$ cat src/slu_pkg.sv
`default_nettype none
package slu_pkg;
	// Register select codes on the four address lines (hex)
	localparam logic [3:0] ADDR_IN_DATA   = 4'h8;
	localparam logic [3:0] ADDR_RX_CTRL   = 4'hA;
	localparam logic [3:0] ADDR_LINE_SIG  = 4'hB;
	localparam logic [3:0] ADDR_SYNC      = 4'hC;
	localparam logic [3:0] ADDR_SWITCH_A  = 4'hD;
	localparam logic [3:0] ADDR_SWITCH_B  = 4'hE;
	localparam logic [3:0] ADDR_MAINT     = 4'hF;

	// Receive control fields
	localparam int RXC_STAT_LSB      = 0;
	localparam int RXC_STAT_W        = 4;
	localparam int RXC_READY_BIT     = 4;
	localparam int RXC_LOOP_BIT      = 5;
	localparam int RXC_ACTIVE_BIT    = 6;
	localparam int RXC_CLEAR_BIT     = 7;

	// Line signal control fields
	localparam int LSC_SWA_BIT       = 0;
	localparam int LSC_SWB_BIT       = 1;
	localparam int LSC_CTS_BIT       = 2;
	localparam int LSC_MRDY_BIT      = 3;
	localparam int LSC_HDX_BIT       = 4;
	localparam int LSC_RTS_BIT       = 5;
	localparam int LSC_DTR_BIT       = 6;
	localparam int LSC_RING_BIT      = 7;

	// Maintenance fields
	localparam int MNT_MODE_BIT      = 0;
	localparam int MNT_OSC_BIT       = 1;
	localparam int MNT_RXACC_BIT     = 3;
	localparam int MNT_TXRDY_BIT     = 4;
	localparam int MNT_SIN_BIT       = 5;
	localparam int MNT_RXCRC_BIT     = 6;
	localparam int MNT_TXCRC_BIT     = 7;

	// Reset values
	localparam logic [7:0] SYNC_RESET    = 8'h00;
	localparam logic       HDX_RESET     = 1'b0;
	localparam logic       DTR_RESET     = 1'b1;
	localparam logic       MODE_RESET    = 1'b1;
	localparam logic       LOOP_RESET    = 1'b0;
	localparam logic [3:0] RXSTAT_RESET  = 4'h0;
endpackage
`default_nettype wire

$ cat src/slu_sync2.sv
`default_nettype none
module slu_sync2 #(
	parameter int WIDTH = 1
) (
	// Clock and reset
	input  wire logic             clk,
	input  wire logic             nrst,
	// Data
	input  wire logic [WIDTH-1:0] din,
	output var  logic [WIDTH-1:0] dout
);
	logic [WIDTH-1:0] stage1;
	logic [WIDTH-1:0] stage2;

	// Refused at elaboration, not at run time
	if (WIDTH < 1) begin : g_width_check
		$error("slu_sync2: WIDTH must be at least 1");
	end

	always_ff @(posedge clk or negedge nrst) begin
		if (!nrst) begin
			stage1 <= '0;
			stage2 <= '0;
		end else begin
			stage1 <= din;
			stage2 <= stage1;
		end
	end

	assign dout = stage2;
endmodule
`default_nettype wire

$ cat src/slu_rd_mux.sv
`default_nettype none
module slu_rd_mux (
	// Select
	input  wire logic [3:0] addr,
	// Sources
	input  wire logic [7:0] rx_ctrl,
	input  wire logic [7:0] line_sig,
	input  wire logic [7:0] sync_char,
	input  wire logic [7:0] sw_a,
	input  wire logic [7:0] sw_b,
	input  wire logic [7:0] maint,
	// Result
	output logic            hit,
	output logic [7:0]      data
);
	always_comb begin
		hit  = 1'b1;
		data = 8'h00;
		case (addr)
			slu_pkg::ADDR_RX_CTRL:  data = rx_ctrl;
			slu_pkg::ADDR_LINE_SIG: data = line_sig;
			slu_pkg::ADDR_SYNC:     data = sync_char;
			slu_pkg::ADDR_SWITCH_A: data = sw_a;
			slu_pkg::ADDR_SWITCH_B: data = sw_b;
			slu_pkg::ADDR_MAINT:    data = maint;
			default:                hit  = 1'b0;
		endcase
	end
endmodule
`default_nettype wire

$ cat src/slu_status_regs.sv
`default_nettype none
module slu_status_regs (
	// Clock and reset
	input  wire logic       clk,
	input  wire logic       nrst,
	// Microprocessor side
	input  wire logic       mp_clear,
	input  wire logic [3:0] mp_addr,
	input  wire logic       mp_rd,
	input  wire logic       mp_wr,
	input  wire logic [7:0] mp_wdata,
	output logic [7:0]      mp_rdata,
	output logic            mp_rhit,
	// Receive FIFO and receiver
	input  wire logic       rx_fifo_out_valid,
	input  wire logic [3:0] rx_fifo_out_stat,
	input  wire logic       rx_fifo_can_accept,
	input  wire logic       rx_data_start,
	input  wire logic       rx_sync_char,
	input  wire logic       rx_flag_char,
	input  wire logic       rx_crc_lsb,
	output logic            rx_clear_pulse,
	output logic            rx_clock_enable,
	output logic            rx_serial_in,
	// Transmitter
	input  wire logic       tx_fifo_out_ready,
	input  wire logic       tx_crc_lsb,
	input  wire logic       tx_serial_out,
	input  wire logic       tx_data_pending,
	output logic            tx_enable,
	output logic [7:0]      sync_char_station_addr,
	output logic            character_sync_mode,
	output logic            bit_stuff_mode,
	// Modem pins
	input  wire logic       modem_cts,
	input  wire logic       modem_ready,
	input  wire logic       modem_ring,
	input  wire logic       modem_rx_data,
	output logic            modem_tx_data,
	output logic            modem_rts,
	output logic            modem_dtr,
	// Switches and oscillator pins (switch closed reads low)
	input  wire logic       switch_flag_a_n,
	input  wire logic       switch_flag_b_n,
	input  wire logic [7:0] switch_bank_a,
	input  wire logic [7:0] switch_bank_b,
	input  wire logic       rc_osc
);
	typedef enum logic [1:0] {SLU_RX_IDLE, SLU_RX_HUNT, SLU_RX_DATA} slu_rx_state_type;

	// Synchronised pins
	// All pins cross in one bank; bits of one bank may still skew by a cycle
	localparam int PIN_W = 23;
	logic [PIN_W-1:0] pin_raw;
	logic [PIN_W-1:0] pin_s;
	logic       cts_s;
	logic       mrdy_s;
	logic       ring_s;
	logic       rxd_s;
	logic       swfa_s;
	logic       swfb_s;
	logic       osc_s;
	logic [7:0] swa_s;
	logic [7:0] swb_s;

	assign pin_raw = {switch_bank_b, switch_bank_a, rc_osc, switch_flag_b_n, switch_flag_a_n,
		modem_rx_data, modem_ring, modem_ready, modem_cts};

	slu_sync2 #(
		.WIDTH(PIN_W)
	) u_pin_sync (
		.clk (clk),
		.nrst(nrst),
		.din (pin_raw),
		.dout(pin_s)
	);

	assign cts_s  = pin_s[0];
	assign mrdy_s = pin_s[1];
	assign ring_s = pin_s[2];
	assign rxd_s  = pin_s[3];
	assign swfa_s = pin_s[4];
	assign swfb_s = pin_s[5];
	assign osc_s  = pin_s[6];
	assign swa_s  = pin_s[14:7];
	assign swb_s  = pin_s[22:15];

	// Register state
	logic [7:0]       sync_reg;
	logic [7:0]       next_sync_reg;
	logic             half_duplex_select;
	logic             next_half_duplex_select;
	logic             dtr;
	logic             next_dtr;
	logic             mode;
	logic             next_mode;
	logic             internal_loopback;
	logic             next_internal_loopback;
	logic [3:0]       rx_stat;
	logic [3:0]       next_rx_stat;
	logic             rts;
	logic             next_rts;
	logic             clr_pulse;
	logic             next_clr_pulse;
	slu_rx_state_type rx_state;
	slu_rx_state_type next_rx_state;

	logic wr_rxc;
	logic wr_lsc;
	logic wr_sync;
	logic wr_mnt;
	logic rd_data;
	logic rx_clear_now;

	assign wr_rxc  = mp_wr && (mp_addr == slu_pkg::ADDR_RX_CTRL);
	assign wr_lsc  = mp_wr && (mp_addr == slu_pkg::ADDR_LINE_SIG);
	assign wr_sync = mp_wr && (mp_addr == slu_pkg::ADDR_SYNC);
	assign wr_mnt  = mp_wr && (mp_addr == slu_pkg::ADDR_MAINT);
	assign rd_data = mp_rd && (mp_addr == slu_pkg::ADDR_IN_DATA);
	// Write-only clear bit, never stored
	assign rx_clear_now = (wr_rxc && mp_wdata[slu_pkg::RXC_CLEAR_BIT]) || mp_clear;

	// Programmable bits; only stored bits take writes, status positions ignore them
	always_comb begin
		next_sync_reg           = sync_reg;
		next_half_duplex_select = half_duplex_select;
		next_dtr                = dtr;
		next_mode               = mode;
		next_internal_loopback  = internal_loopback;
		if (wr_sync)
			next_sync_reg = mp_wdata;
		if (wr_lsc) begin
			next_half_duplex_select = mp_wdata[slu_pkg::LSC_HDX_BIT];
			next_dtr                = mp_wdata[slu_pkg::LSC_DTR_BIT];
		end
		if (wr_mnt)
			next_mode = mp_wdata[slu_pkg::MNT_MODE_BIT];
		if (wr_rxc)
			next_internal_loopback = mp_wdata[slu_pkg::RXC_LOOP_BIT];
		// Init overrides a write landing in the same cycle, except a write to the sync register
		if (mp_clear) begin
			next_half_duplex_select = slu_pkg::HDX_RESET;
			next_dtr                = slu_pkg::DTR_RESET;
			next_mode               = slu_pkg::MODE_RESET;
			next_internal_loopback  = slu_pkg::LOOP_RESET;
		end
	end

	always_ff @(posedge clk or negedge nrst) begin
		if (!nrst) begin
			sync_reg           <= slu_pkg::SYNC_RESET;
			half_duplex_select <= slu_pkg::HDX_RESET;
			dtr                <= slu_pkg::DTR_RESET;
			mode               <= slu_pkg::MODE_RESET;
			internal_loopback  <= slu_pkg::LOOP_RESET;
		end else begin
			sync_reg           <= next_sync_reg;
			half_duplex_select <= next_half_duplex_select;
			dtr                <= next_dtr;
			mode               <= next_mode;
			internal_loopback  <= next_internal_loopback;
		end
	end

	// Receiver status and entry into data reception
	always_comb begin
		next_rx_stat   = rx_stat;
		next_rx_state  = rx_state;
		next_clr_pulse = rx_clear_now;
		// Status is read after the data: the data read loads the status of the character it returns
		if (rd_data && rx_fifo_out_valid)
			next_rx_stat = rx_fifo_out_stat;
		// Sync and flag only qualify an assembled character
		case (rx_state)
			SLU_RX_IDLE: begin
				if (rx_data_start && (mode ? rx_sync_char : rx_flag_char))
					next_rx_state = SLU_RX_HUNT;
				else if (rx_data_start && mode)
					next_rx_state = SLU_RX_DATA;
			end
			SLU_RX_HUNT: begin
				if (rx_data_start && (mode ? !rx_sync_char : !rx_flag_char))
					next_rx_state = SLU_RX_DATA;
			end
			SLU_RX_DATA: begin
				// A new flag in bit-stuff mode starts the next frame's hunt
				if (rx_data_start && !mode && rx_flag_char)
					next_rx_state = SLU_RX_HUNT;
			end
			default: next_rx_state = SLU_RX_IDLE;
		endcase
		if (rx_clear_now) begin
			next_rx_stat  = slu_pkg::RXSTAT_RESET;
			next_rx_state = SLU_RX_IDLE;
		end
	end

	always_ff @(posedge clk or negedge nrst) begin
		if (!nrst) begin
			rx_stat   <= slu_pkg::RXSTAT_RESET;
			clr_pulse <= 1'b0;
			rx_state  <= SLU_RX_IDLE;
		end else begin
			rx_stat   <= next_rx_stat;
			clr_pulse <= next_clr_pulse;
			rx_state  <= next_rx_state;
		end
	end

	// Request-to-send follows pending data, dropped by init
	always_comb begin
		next_rts = tx_data_pending && !mp_clear;
	end

	always_ff @(posedge clk or negedge nrst) begin
		if (!nrst) begin
			rts <= 1'b0;
		end else begin
			rts <= next_rts;
		end
	end

	// Outputs to the datapath
	assign rx_clear_pulse         = clr_pulse;
	assign sync_char_station_addr = sync_reg;
	assign character_sync_mode    = mode;
	assign bit_stuff_mode         = !mode;
	assign modem_dtr              = dtr;
	assign modem_rts              = internal_loopback ? 1'b0 : rts;
	// Loopback isolates modem lines from the receiver
	assign rx_serial_in   = internal_loopback ? tx_serial_out : rxd_s;
	assign modem_tx_data  = internal_loopback ? 1'b1 : tx_serial_out;
	// Loopback does not fake the modem handshake
	assign tx_enable      = cts_s && mrdy_s;
	// Half duplex blinds receiver while sending
	assign rx_clock_enable = !(half_duplex_select && rts);

	// Read images assembled from live sources
	logic [7:0] rxc_img;
	logic [7:0] lsc_img;
	logic [7:0] mnt_img;

	always_comb begin
		rxc_img = 8'h00;
		rxc_img[slu_pkg::RXC_STAT_LSB +: slu_pkg::RXC_STAT_W] = rx_stat;
		rxc_img[slu_pkg::RXC_READY_BIT]  = rx_fifo_out_valid;
		rxc_img[slu_pkg::RXC_LOOP_BIT]   = internal_loopback;
		rxc_img[slu_pkg::RXC_ACTIVE_BIT] = (rx_state == SLU_RX_DATA);
		lsc_img = 8'h00;
		lsc_img[slu_pkg::LSC_SWA_BIT]  = swfa_s;
		lsc_img[slu_pkg::LSC_SWB_BIT]  = swfb_s;
		lsc_img[slu_pkg::LSC_CTS_BIT]  = cts_s;
		lsc_img[slu_pkg::LSC_MRDY_BIT] = mrdy_s;
		lsc_img[slu_pkg::LSC_HDX_BIT]  = half_duplex_select;
		lsc_img[slu_pkg::LSC_RTS_BIT]  = rts;
		lsc_img[slu_pkg::LSC_DTR_BIT]  = dtr;
		lsc_img[slu_pkg::LSC_RING_BIT] = ring_s;
		mnt_img = 8'h00;
		mnt_img[slu_pkg::MNT_MODE_BIT]  = mode;
		mnt_img[slu_pkg::MNT_OSC_BIT]   = osc_s;
		mnt_img[slu_pkg::MNT_RXACC_BIT] = rx_fifo_can_accept;
		mnt_img[slu_pkg::MNT_TXRDY_BIT] = tx_fifo_out_ready;
		mnt_img[slu_pkg::MNT_SIN_BIT]   = rxd_s;
		mnt_img[slu_pkg::MNT_RXCRC_BIT] = rx_crc_lsb;
		mnt_img[slu_pkg::MNT_TXCRC_BIT] = tx_crc_lsb;
	end

	// Combinational read so status is current at the read
	slu_rd_mux u_rd_mux (
		.addr     (mp_addr),
		.rx_ctrl  (rxc_img),
		.line_sig (lsc_img),
		.sync_char(sync_reg),
		.sw_a     (swa_s),
		.sw_b     (swb_s),
		.maint    (mnt_img),
		.hit      (mp_rhit),
		.data     (mp_rdata)
	);
endmodule
`default_nettype wire

$ cat config.mk
export PLATFORM = sky130hd
export DESIGN_NAME = slu_status_regs
export DESIGN_NICKNAME = d
export VERILOG_FILES = /design/src/slu_pkg.sv /design/src/slu_sync2.sv /design/src/slu_rd_mux.sv /design/src/slu_status_regs.sv
export SDC_FILE = /design/constraint.sdc
export NUM_CORES = 1
export LEC_CHECK = 0
export ABC_AREA = 1
export BUFFER_PORTS_ARGS = -buffer_cell sky130_fd_sc_hd__buf_2
export CELL_PAD_IN_SITES_DETAIL_PLACEMENT = 0
export CELL_PAD_IN_SITES_GLOBAL_PLACEMENT = 1
export CORE_UTILIZATION = 35
export DETAILED_ROUTE_END_ITERATION = 10
export PLACE_DENSITY_LB_ADDON = 0.1
export SYNTH_ARGS = -nofsm -noshare
export SYNTH_HDL_FRONTEND = slang
export SYNTH_SLANG_ARGS = --single-unit
export TNS_END_PERCENT = 50
$ cat constraint.sdc
create_clock -name clk -period 1.3 [get_ports clk]
set_input_delay 0.13 -clock clk [delete_from_list [all_inputs] [get_ports clk]]
set_output_delay 0.13 -clock clk [all_outputs]
set_load 0.05 [all_outputs]
* Word-level counts from Yosys, hierarchy flattened
Cells that the tools add are included.
** Word-level totals
- Output and inout port bits :: 26
- Register bits :: 66
- Word-level logic and storage cells :: 74
- Bits in writable memories :: 0
- Memories kept :: 0
- Bits in latches :: 0
- ROM bits :: 0
- Bits of input ports :: 54
** Operators by class
- Bitwise logic cells :: 0
- Div/mod/pow operators :: 0
- Shift-type cells :: 0
- Magnitude comparators :: 0
- Add/subtract/negate cells :: 0
- Multiply operators :: 0
- Equality and inequality tests :: 12
- Reduce and logical (&&, ||, !) cells :: 28
- Multiplexer cells :: 23
** Operator list (count)
- case mux 8 bit (6 select lines) :: 1
- equality test 4 bit, second input constant :: 7
- logical AND 1 bit :: 15
- 2-to-1 mux 1 bit :: 14
- 2-to-1 mux 2 bit :: 5
- 2-to-1 mux 4 bit :: 2
- nonzero test 2 bit :: 4
- inequality test 3 bit, second input constant :: 2
- case mux 2 bit (3 select lines) :: 1
- OR reduction 6 bit :: 1
- zero test 1 bit :: 5
- inequality test 4 bit, second input constant :: 1
- AND reduction 3 bit :: 1
- equality test 2 x 1 -> 1 bit, second input constant :: 1
- equality test 2 bit, second input constant :: 1
- zero test 2 bit :: 1
- logical OR 1 bit :: 1

* Logic depth before layout (Yosys ltp)
Gate-level depths: netlist of run 1.
- Word-level depth :: 6
- Depth in mapped cells :: 7
- Depth with buffers taken out :: 7

* Cells and area by module
A second synthesis of run 1 with hierarchy kept.
** Second synthesis, totals
- Cells, all modules :: 273
- Area, all modules :: 2708.8 µm²
** Modules (own cells, without submodules)
- slu_sync2 :: times used 1, area each 1151.1 µm², sequential area each 1151.1 µm², cells an instance 46
- slu_status_regs :: times used 1, area each 1004.7 µm², sequential area each 503.0 µm², cells an instance 113
- slu_rd_mux :: times used 1, area each 553.0 µm², sequential area each 0.0 µm², cells an instance 114

* Least setup slack after synthesis of run 1
Ideal clock, no wire load.
- Path kind :: register to output
- Start :: register internal_loopback
- End :: output rx_serial_in
- Cell stages (with the launch flop) :: 3
- Setup slack :: -329 ps
- Arrival time :: 1499 ps
- Buffers on the path :: 0
- Path through :: dfrtp_1 inv_1 o21ai_0
** Between the ends
- Longest elaborated chain between the ends :: 1
** Ends and longest elaborated chain
- from (decl) :: line slu_status_regs.sv:97 : logic internal_loopback;
- from (signal assigned) :: line slu_status_regs.sv:155 : internal_loopback <= slu_pkg::LOOP_RESET;
- from (signal assigned) :: line slu_status_regs.sv:161 : internal_loopback <= next_internal_loopback;
- 2-to-1 mux 1 bit :: line slu_status_regs.sv:231 : assign rx_serial_in = internal_loopback ? tx_serial_out : rxd_s;
- to (decl) :: line slu_status_regs.sv:24 : output logic rx_serial_in,
Every way passes these cells.

* Final worst setup path of run 1
- Start :: register mode, in the netlist character_sync_mode
- End :: output mp_rdata[0]
** Between the ends
- Longest elaborated chain between the ends :: 1
** Ends and longest elaborated chain
- from (decl) :: line slu_status_regs.sv:95 : logic mode;
- from (signal assigned) :: line slu_status_regs.sv:154 : mode <= slu_pkg::MODE_RESET;
- from (signal assigned) :: line slu_status_regs.sv:160 : mode <= next_mode;
- case mux 8 bit (6 select lines) :: line slu_rd_mux.sv:19 : case (addr)
- to (decl) :: line slu_status_regs.sv:12 : output logic [7:0] mp_rdata,
Every way passes these cells.

==> reports/metrics.yaml, run 1 <==
outcome:
  status: "finished with violations"
  failing_checks: "negative setup slack"
synthesis:
  number_of_register_bits_inferred_by_synthesis: 66
  synth-edff-count: 0
  proportion_of_netlist_area_held_by_the_largest_area_contributor_pct: 65.3
  yosys-mux-area-fraction_pct: 0
  synthesis.yosys.warnings: 0
  syn-instance-count: 245
  synth_fa_ha_area_share_pct: 0
  synth_top_area_cell: "sky130_fd_sc_hd__dfrtp_1"
  mappedNetlistArea_sq_mm: 0.00245
  postSynthAreaPerCell_sq_um: 10.0
  fraction_of_the_mapped_netlist_area_in_compound_gates_pct: 6.63
  main_combinational_cell_family_by_area_after_synthesis: "simple AND/OR/NAND/NOR gates"
  synth_area_leaders: "sky130_fd_sc_hd__dfrtp_1 65%, sky130_fd_sc_hd__nand2_1 11%, sky130_fd_sc_hd__nand3_1 4.9%"
  yosys.area_share.xor_xnor_pct: 0
  postSynth.asyncResetShare_pct: 100
  synthSimpleGateAreaFrac_pct: 21.7
  post_synth_num_cell_types: 20
  synth_fp_nets: 299
  ys_seq_area_share_pct: 67.4
  ys_dominant_reg_cell: "sky130_fd_sc_hd__dfrtp_1"
die:
  die_y_um: 85.7
  rows: 30
  fp.dieArea_sq_mm: 0.00735
  fp.dieW_um: 85.7
  design.portCount: 80
  floorplan.initialDensity_pct: 36.1
  core_sq_mm: 0.00679
critical_path:
  cp.required_ps: 1170
  cp-end-kind: "output port"
  cp_data_arrival_time_ps: 1250
  timing_worst_setup_path_type: "reg -> out"
  timing.critical_path.from_type: "flip-flop"
  critical_path_peak_fanout: 6
placed_design:
  port-buffer-count: 79
  placer_s_final_routability_congestion_estimate: 0.768
  detailed_placement_wirelength_estimate_mm: 4.47
  placement.setup.worst_slack_ps: -205
  dpl-instance-area_sq_mm: 0.00313
global_route:
  tot_gr_track_use_pct: 17.9
  via_count_of_the_first_global_routing_pass: 2009
  grt_antenna_before_repair: 0
  largest_net_degree_at_the_start_of_global_routing: 67
  grt_pass1_wl_mm: 9.63
  grt_overflow_total: 0
clock_network:
  clock_buffer_count_from_cts: 9
  cts.reportedPaths.clkPinSlew_ps: 70
  cts_tree: "yes"
  clock_tree.buffer_depth: 2
  clkLatencyLatePin_ps: 320
  root_cell_of_the_clock_tree: "sky130_fd_sc_hd__clkbuf_8"
  cts_max_level: 3
  clock_net_sink_count: 66
sta:
  final_min_period_ps: 1380
  worst_hold_slack_ps: 14.4
  grt_setup_unrepaired: "yes"
  slew-limit-headroom_pct: 76.1
  setup_viol: 9
  fin_skew_ps: 5.37
  max_slew.worst_pin.slew_ps: 359
  final.setup.worst_slack_ps: -84.0
  setup_tns_ps: -397
  final_hold_violation_count: 0
  highest_clock_rate_mhz: 723
  timing.final.max_slew_violations: 0
  finalCritPeriodShare_pct: 106
finish:
  area_growth_synth_to_finish_pct: 53.6
  fraction_of_final_layout_cells_with_drive_strength_greater_than_1_pct: 39.4
  final_core_util_pct: 55.5
  final_std_cell_area_no_fill_sq_mm: 0.00377
  fillerInstances: 620
  antenna-diode-count: 0
  layout.nets: 441
  layout_common_cells: "69 x sky130_fd_sc_hd__nand2_1, 66 x sky130_fd_sc_hd__buf_2, 64 x sky130_fd_sc_hd__dfrtp_1"
  layout_commonest_cell: "sky130_fd_sc_hd__nand2_1"
pwr:
  p_leak_nw: 1.95
  irDropWorstVdd_mv: 0.829
  power_per_standard_cell_area_mw_per_mm2: 1330
worst_hold_path:
  hp-class: "in -> reg"
routing:
  wl_mm: 6.16
  number_of_optimization_iterations_in_the_first_detailed_route_pass: 4
  drc_markers: 0
  drt_iter0_markers: 151
  via_per_inst: 4.36
  num_vias: 2121
  antenna_left: 0
  wl_per_cell_um: 12.6
run:
  cap_violations: 0
repair_timing:
action	CTS	global route
hold buffers	24	0
gates resized for setup	35	14
setup endpoints to repair	12	15
setup buffers	8	3
pin swaps	15	10
hold endpoints to repair	87	0
Yosys cell counts (2+ instances only):
cell / n
sky130_fd_sc_hd__nor2_2: 2
sky130_fd_sc_hd__a21oi_1: 18
sky130_fd_sc_hd__o21ai_0: 10
sky130_fd_sc_hd__o31ai_1: 2
sky130_fd_sc_hd__nor2_4: 2
sky130_fd_sc_hd__dfrtp_1: 64
sky130_fd_sc_hd__inv_2: 3
sky130_fd_sc_hd__inv_1: 21
sky130_fd_sc_hd__dfstp_2: 2
sky130_fd_sc_hd__nor3_2: 2
sky130_fd_sc_hd__nand2_1: 73
sky130_fd_sc_hd__nand4_1: 3
sky130_fd_sc_hd__buf_2: 2
sky130_fd_sc_hd__nor2_1: 12
sky130_fd_sc_hd__nand3_1: 24
worst max-delay path, cell delays in order, from the launching register on:
cell,delay [ps]
sky130_fd_sc_hd__dfstp_2,600
sky130_fd_sc_hd__a21oi_2,70
sky130_fd_sc_hd__nand2_1,100
sky130_fd_sc_hd__buf_6,160
report_power, final:
group | switching, W | leakage [nW] | internal, W
clock | 0.000713 | 0.0962 | 0.000923
sequential | 0.0000807 | 0.793 | 0.00221
combinational | 0.000669 | 1.06 | 0.000423
total | 0.00146 | 1.95 | 0.00356
routing by layer:
layer / share of wire [%] / routed length [um] / track usage (%)
met5: 0 / 0 / 0
met4: 0.50 / 31 / 5.45
met2: 49 / 3010 / 29.2
met1: 46 / 2840 / 23.0
met3: 4.6 / 284 / 5.39
sequential cells by signal, indices dropped and copies added (netlist names), 2 cells and up:
signal / cells
u_pin_sync.dout: 23
u_pin_sync.stage1: 23
sync_char_station_addr: 8
rx_stat: 4
rx_state: 2
final cells by class:
type	instances	area, sq um	share of cell area, %
inverter	24	90.1	2.39
clock inverter	3	40.0	1.06
clock buffer	12	145	3.85
timing repair buffer	134	962	25.5
sequential	66	1650	43.9
tap	96	120	3.19
multi-input combinational	152	757	20.1
metrics by stage:
stage	total power, W	cells
2_1_floorplan	0.00285	245
5_1_grt	0.00527	487
3_3_place_gp	0.00318	438
3_5_place_dp	0.00318	438
4_1_cts	0.00504	484
6_report	0.00502	487
logic make-up (layout without fill, tap and decap cells):
family	count (synthesis)	count (layout)
AO/OA/AOI/OAI	31	31
AND/OR/NAND/NOR	121	121
buffers and inverters	27	173
flip-flops	66	66
final timing paths:
kind | from | endpoint | slack (ps) | cells after the start
worst min register to register | u_pin_sync.stage1[17] | u_pin_sync.dout[17] | 350 | 0
worst max-delay path | character_sync_mode | mp_rdata[0] | -80 | 3
min in group asynchronous | nrst | u_pin_sync.dout[4] | 350 | 3
max in group asynchronous | nrst | modem_dtr | 610 | 3
worst max register to register | character_sync_mode | rx_state[0] | 50 | 6
worst min-delay path | tx_data_pending | rts | 10 | 3
Note: power is estimated with default switching activity, not from simulation.
==> run 2, diff against run 1 <==
--- a/config.mk
+++ b/config.mk
@@ -5,7 +5,6 @@
 export SDC_FILE = /design/constraint.sdc
 export NUM_CORES = 1
 export LEC_CHECK = 0
-export ABC_AREA = 1
 export BUFFER_PORTS_ARGS = -buffer_cell sky130_fd_sc_hd__buf_2
 export CELL_PAD_IN_SITES_DETAIL_PLACEMENT = 0
 export CELL_PAD_IN_SITES_GLOBAL_PLACEMENT = 1
==> reports/metrics.yaml, run 2 <==
pwr:
  power_frac_clock_pct: 35.8  # +3.2 points
  internal_power_w: 0.00374  # +5.0%
  power_w: 0.00521  # +3.7%
  p_sw_w: 0.00147  # +0.54%
  swShare_pct: 28.2  # -0.88 points
  power_per_standard_cell_area_mw_per_mm2: 1300  # -2.7%
  irDropWorstVdd_mv: 0.961  # +16%
  p_leak_nw: 1.87  # -4.2%
  sequentialPowerShare_pct: 43.7  # -2.0 points
  comb_power_share_pct: 20.4  # -1.3 points
critical_path:
  critical_path_s_top_delay_family: "flip-flops"
  timing.critical_path.from_type: "flip-flop"
  critical_path.max_stage_delay_ps: 410  # -190 ps
  timing_worst_setup_path_type: "reg -> out"
  sequence_of_cells_on_the_critical_path: "mux2i_1 > nor2_1 > a311o_2 > buf_8"
  critical_path_buf_inv_count: 1  # unchanged
  cp.required_ps: 1170  # about the same
  cp_data_arrival_time_ps: 1480  # +230 ps
  critical_path_peak_fanout: 3  # -3
  cp-end-kind: "output port"
  crit_path_max_delay_cell_type: "sky130_fd_sc_hd__dfrtp_2"
sta:
  final_hold_violation_count: 0  # unchanged
  final_min_period_ps: 1610  # +228 ps
  highest_clock_rate_mhz: 620  # -14%
  timing.final.max_slew_violations: 0  # unchanged
  grt_setup_unrepaired: "yes"
  fin_skew_ps: 9.47  # +4.10 ps
  finalCritPeriodShare_pct: 124  # +18 points
  setup_viol: 12  # +3
  setup_tns_ps: -1810  # -1410 ps
  slew-limit-headroom_pct: 77.3  # +1.3 points
  max_slew.worst_pin.slew_ps: 340  # -19.1 ps
  final.setup.worst_slack_ps: -312  # -228 ps
synthesis:
  postSynthAreaPerCell_sq_um: 13.6  # +36%
  post_synth_num_cell_types: 46  # +130%
  ys_seq_area_share_pct: 64.1  # -3.3 points
  syn-instance-count: 189  # -23%
  synth_area_leaders: "sky130_fd_sc_hd__dfrtp_1 62%, sky130_fd_sc_hd__mux2_2 4.4%, sky130_fd_sc_hd__mux2i_1 4.3%"
  netlist_top_cells_count: "64 x sky130_fd_sc_hd__dfrtp_1, 11 x sky130_fd_sc_hd__mux2i_1, 11 x sky130_fd_sc_hd__o21ai_0, 10 x sky130_fd_sc_hd__a21oi_1, 10 x sky130_fd_sc_hd__mux2_2"
  synth_most_common_cell: "sky130_fd_sc_hd__dfrtp_1"
  proportion_of_netlist_area_held_by_the_largest_area_contributor_pct: 62.1  # -3.2 points
  synth_fp_nets: 243  # -19%
  synth-edff-count: 0  # unchanged
  number_of_register_bits_inferred_by_synthesis: 66  # unchanged
  synth_top_area_cell: "sky130_fd_sc_hd__dfrtp_1"
  mappedNetlistArea_sq_mm: 0.00258  # +5.1%
  synthesis.yosys.warnings: 0  # unchanged
  postSynth.asyncResetShare_pct: 100  # unchanged
  ys_dominant_reg_cell: "sky130_fd_sc_hd__dfrtp_1"
placed_design:
  port-buffer-count: 79  # unchanged
  dpl-instance-area_sq_mm: 0.00336  # +7.6%
  dp_cells: 390  # -11%
  placer_s_final_routability_congestion_estimate: 0.776  # +1.1%
  detailed_placement_wirelength_estimate_mm: 4.62  # +3.4%
routing:
  num_vias: 2061  # -2.8%
  number_of_optimization_iterations_in_the_first_detailed_route_pass: 4  # unchanged
  drt_iter0_markers: 106  # -30%
  drc_markers: 0  # unchanged
  wl_per_cell_um: 15.1  # +19%
  wl_mm: 6.58  # +6.8%
  via_per_inst: 4.73  # +8.5%
  antenna_left: 0  # unchanged
global_route:
  grt_overflow_total: 0  # unchanged
  largest_net_degree_at_the_start_of_global_routing: 67  # unchanged
  grt_pass1_wl_mm: 10.5  # +8.6%
  tot_gr_track_use_pct: 19.0  # +1.1 points
  via_count_of_the_first_global_routing_pass: 2074  # +3.2%
  grt_antenna_before_repair: 0  # unchanged
die:
  die_y_um: 87.8  # +2.5%
  rows: 30  # unchanged
  fp.dieW_um: 87.8  # +2.5%
  floorplan.initialDensity_pct: 37.1  # +1.0 points
  core_sq_mm: 0.00694  # +2.2%
  design.portCount: 80  # unchanged
  fp.dieArea_sq_mm: 0.00771  # +5.0%
finish:
  fraction_of_final_layout_cells_with_drive_strength_greater_than_1_pct: 52.9  # +14 points
  final_cells: 436  # -10%
  layout_commonest_cell: "sky130_fd_sc_hd__buf_2"
  antenna-diode-count: 0  # unchanged
  final_std_cell_area_no_fill_sq_mm: 0.00402  # +6.6%
  area_growth_synth_to_finish_pct: 55.8
  layout.nets: 389  # -12%
  final_core_util_pct: 57.9  # +2.4 points
  layout_common_cells: "64 x sky130_fd_sc_hd__buf_2, 60 x sky130_fd_sc_hd__dfrtp_1, 41 x sky130_fd_sc_hd__buf_4"
  fillerInstances: 569  # -8.2%
clock_network:
  cts.reportedPaths.clkPinSlew_ps: 70  # about the same
  clock_net_sink_count: 66  # unchanged
  clock_tree.buffer_depth: 2  # unchanged
  cts_tree: "yes"
  clock_buffer_count_from_cts: 9  # unchanged
  root_cell_of_the_clock_tree: "sky130_fd_sc_hd__clkbuf_8"
  clkLatencyLatePin_ps: 340  # +20 ps
  cts_max_level: 3  # unchanged
outcome:
  failing_checks: "negative setup slack"
  status: "finished with violations"
worst_hold_path:
  hp-class: "in -> reg"
run:
  cap_violations: 0  # unchanged
## run 2: stage by stage
| stage | setup WS (ps) | hold WS [ps] |
|---|---|---|
| after global placement | -164 | 171 |
| final | -312 | 21.9 |
| after floorplan | -141 | -166 |
| after detailed placement | -173 | 170 |
| after global routing | -368 | 6.18 |
| after CTS | -333 | 3.09 |
## run 2: final timing paths
path                                             end                       from  slack, ps  depth (start not counted)
setup / recovery                         mp_rdata[0]  sync_char_station_addr[0]       -310                          4
hold / removal             sync_char_station_addr[3]                mp_wdata[3]         20                          2
max in group asynchronous                  modem_dtr                       nrst        640                          3
setup reg to reg                         rx_state[0]        character_sync_mode         60                          3
hold reg to reg                   u_pin_sync.dout[6]       u_pin_sync.stage1[6]        340                          0
min in group asynchronous        u_pin_sync.dout[19]                       nrst        340                          3
## run 2: kinds of logic (layout without fill, tap and decap cells)
kind of cell           Yosys count  in the layout  synth area share, %
multiplexers                    21             21                 8.64
flip-flops                      66             66                 64.1
AND/OR/NAND/NOR                 50             50                 12.8
buffers and inverters           12            163                 2.91
AO/OA/AOI/OAI                   40             40                 11.5
## run 2: routing by layer
layer | share of wire [%] | track usage (%) | vias to the layer above
met5 | 0 | 0 | -
met3 | 5.5 | 5.18 | 10
met2 | 48 | 30.1 | 66
li1 | - | - | 985
met4 | 1.7 | 8.20 | 0
met1 | 45 | 24.5 | 1000
## run 2: final cells by class
type	count	area (sq um)	share of cell area [%]
clock buffer	10	128	3.18
clock inverter	6	90.1	2.24
inverter	3	11.3	0.280
multi-input combinational	111	960	23.9
sequential	66	1660	41.3
tap	96	120	2.99
timing repair buffer	144	1050	26.1
## run 2: power groups by stage
stage          sequential (W)  clock [W]  combinational [W]
6_report              0.00228    0.00186            0.00106
3_5_place_dp          0.00231          0           0.000909
4_1_cts               0.00228    0.00193            0.00105
2_1_floorplan         0.00251          0           0.000355
3_3_place_gp          0.00231          0           0.000903
5_1_grt               0.00229    0.00203            0.00114
## run 2: repair_timing
item | 4_1_cts | 5_1_grt
hold buffers | 24 | 0
cloned | 0 | 0
resized for setup | 38 | 8
setup buffers | 4 | 2
setup endpoints to repair | 14 | 15
pin swaps | 7 | 1
hold endpoints to repair | 87 | 0
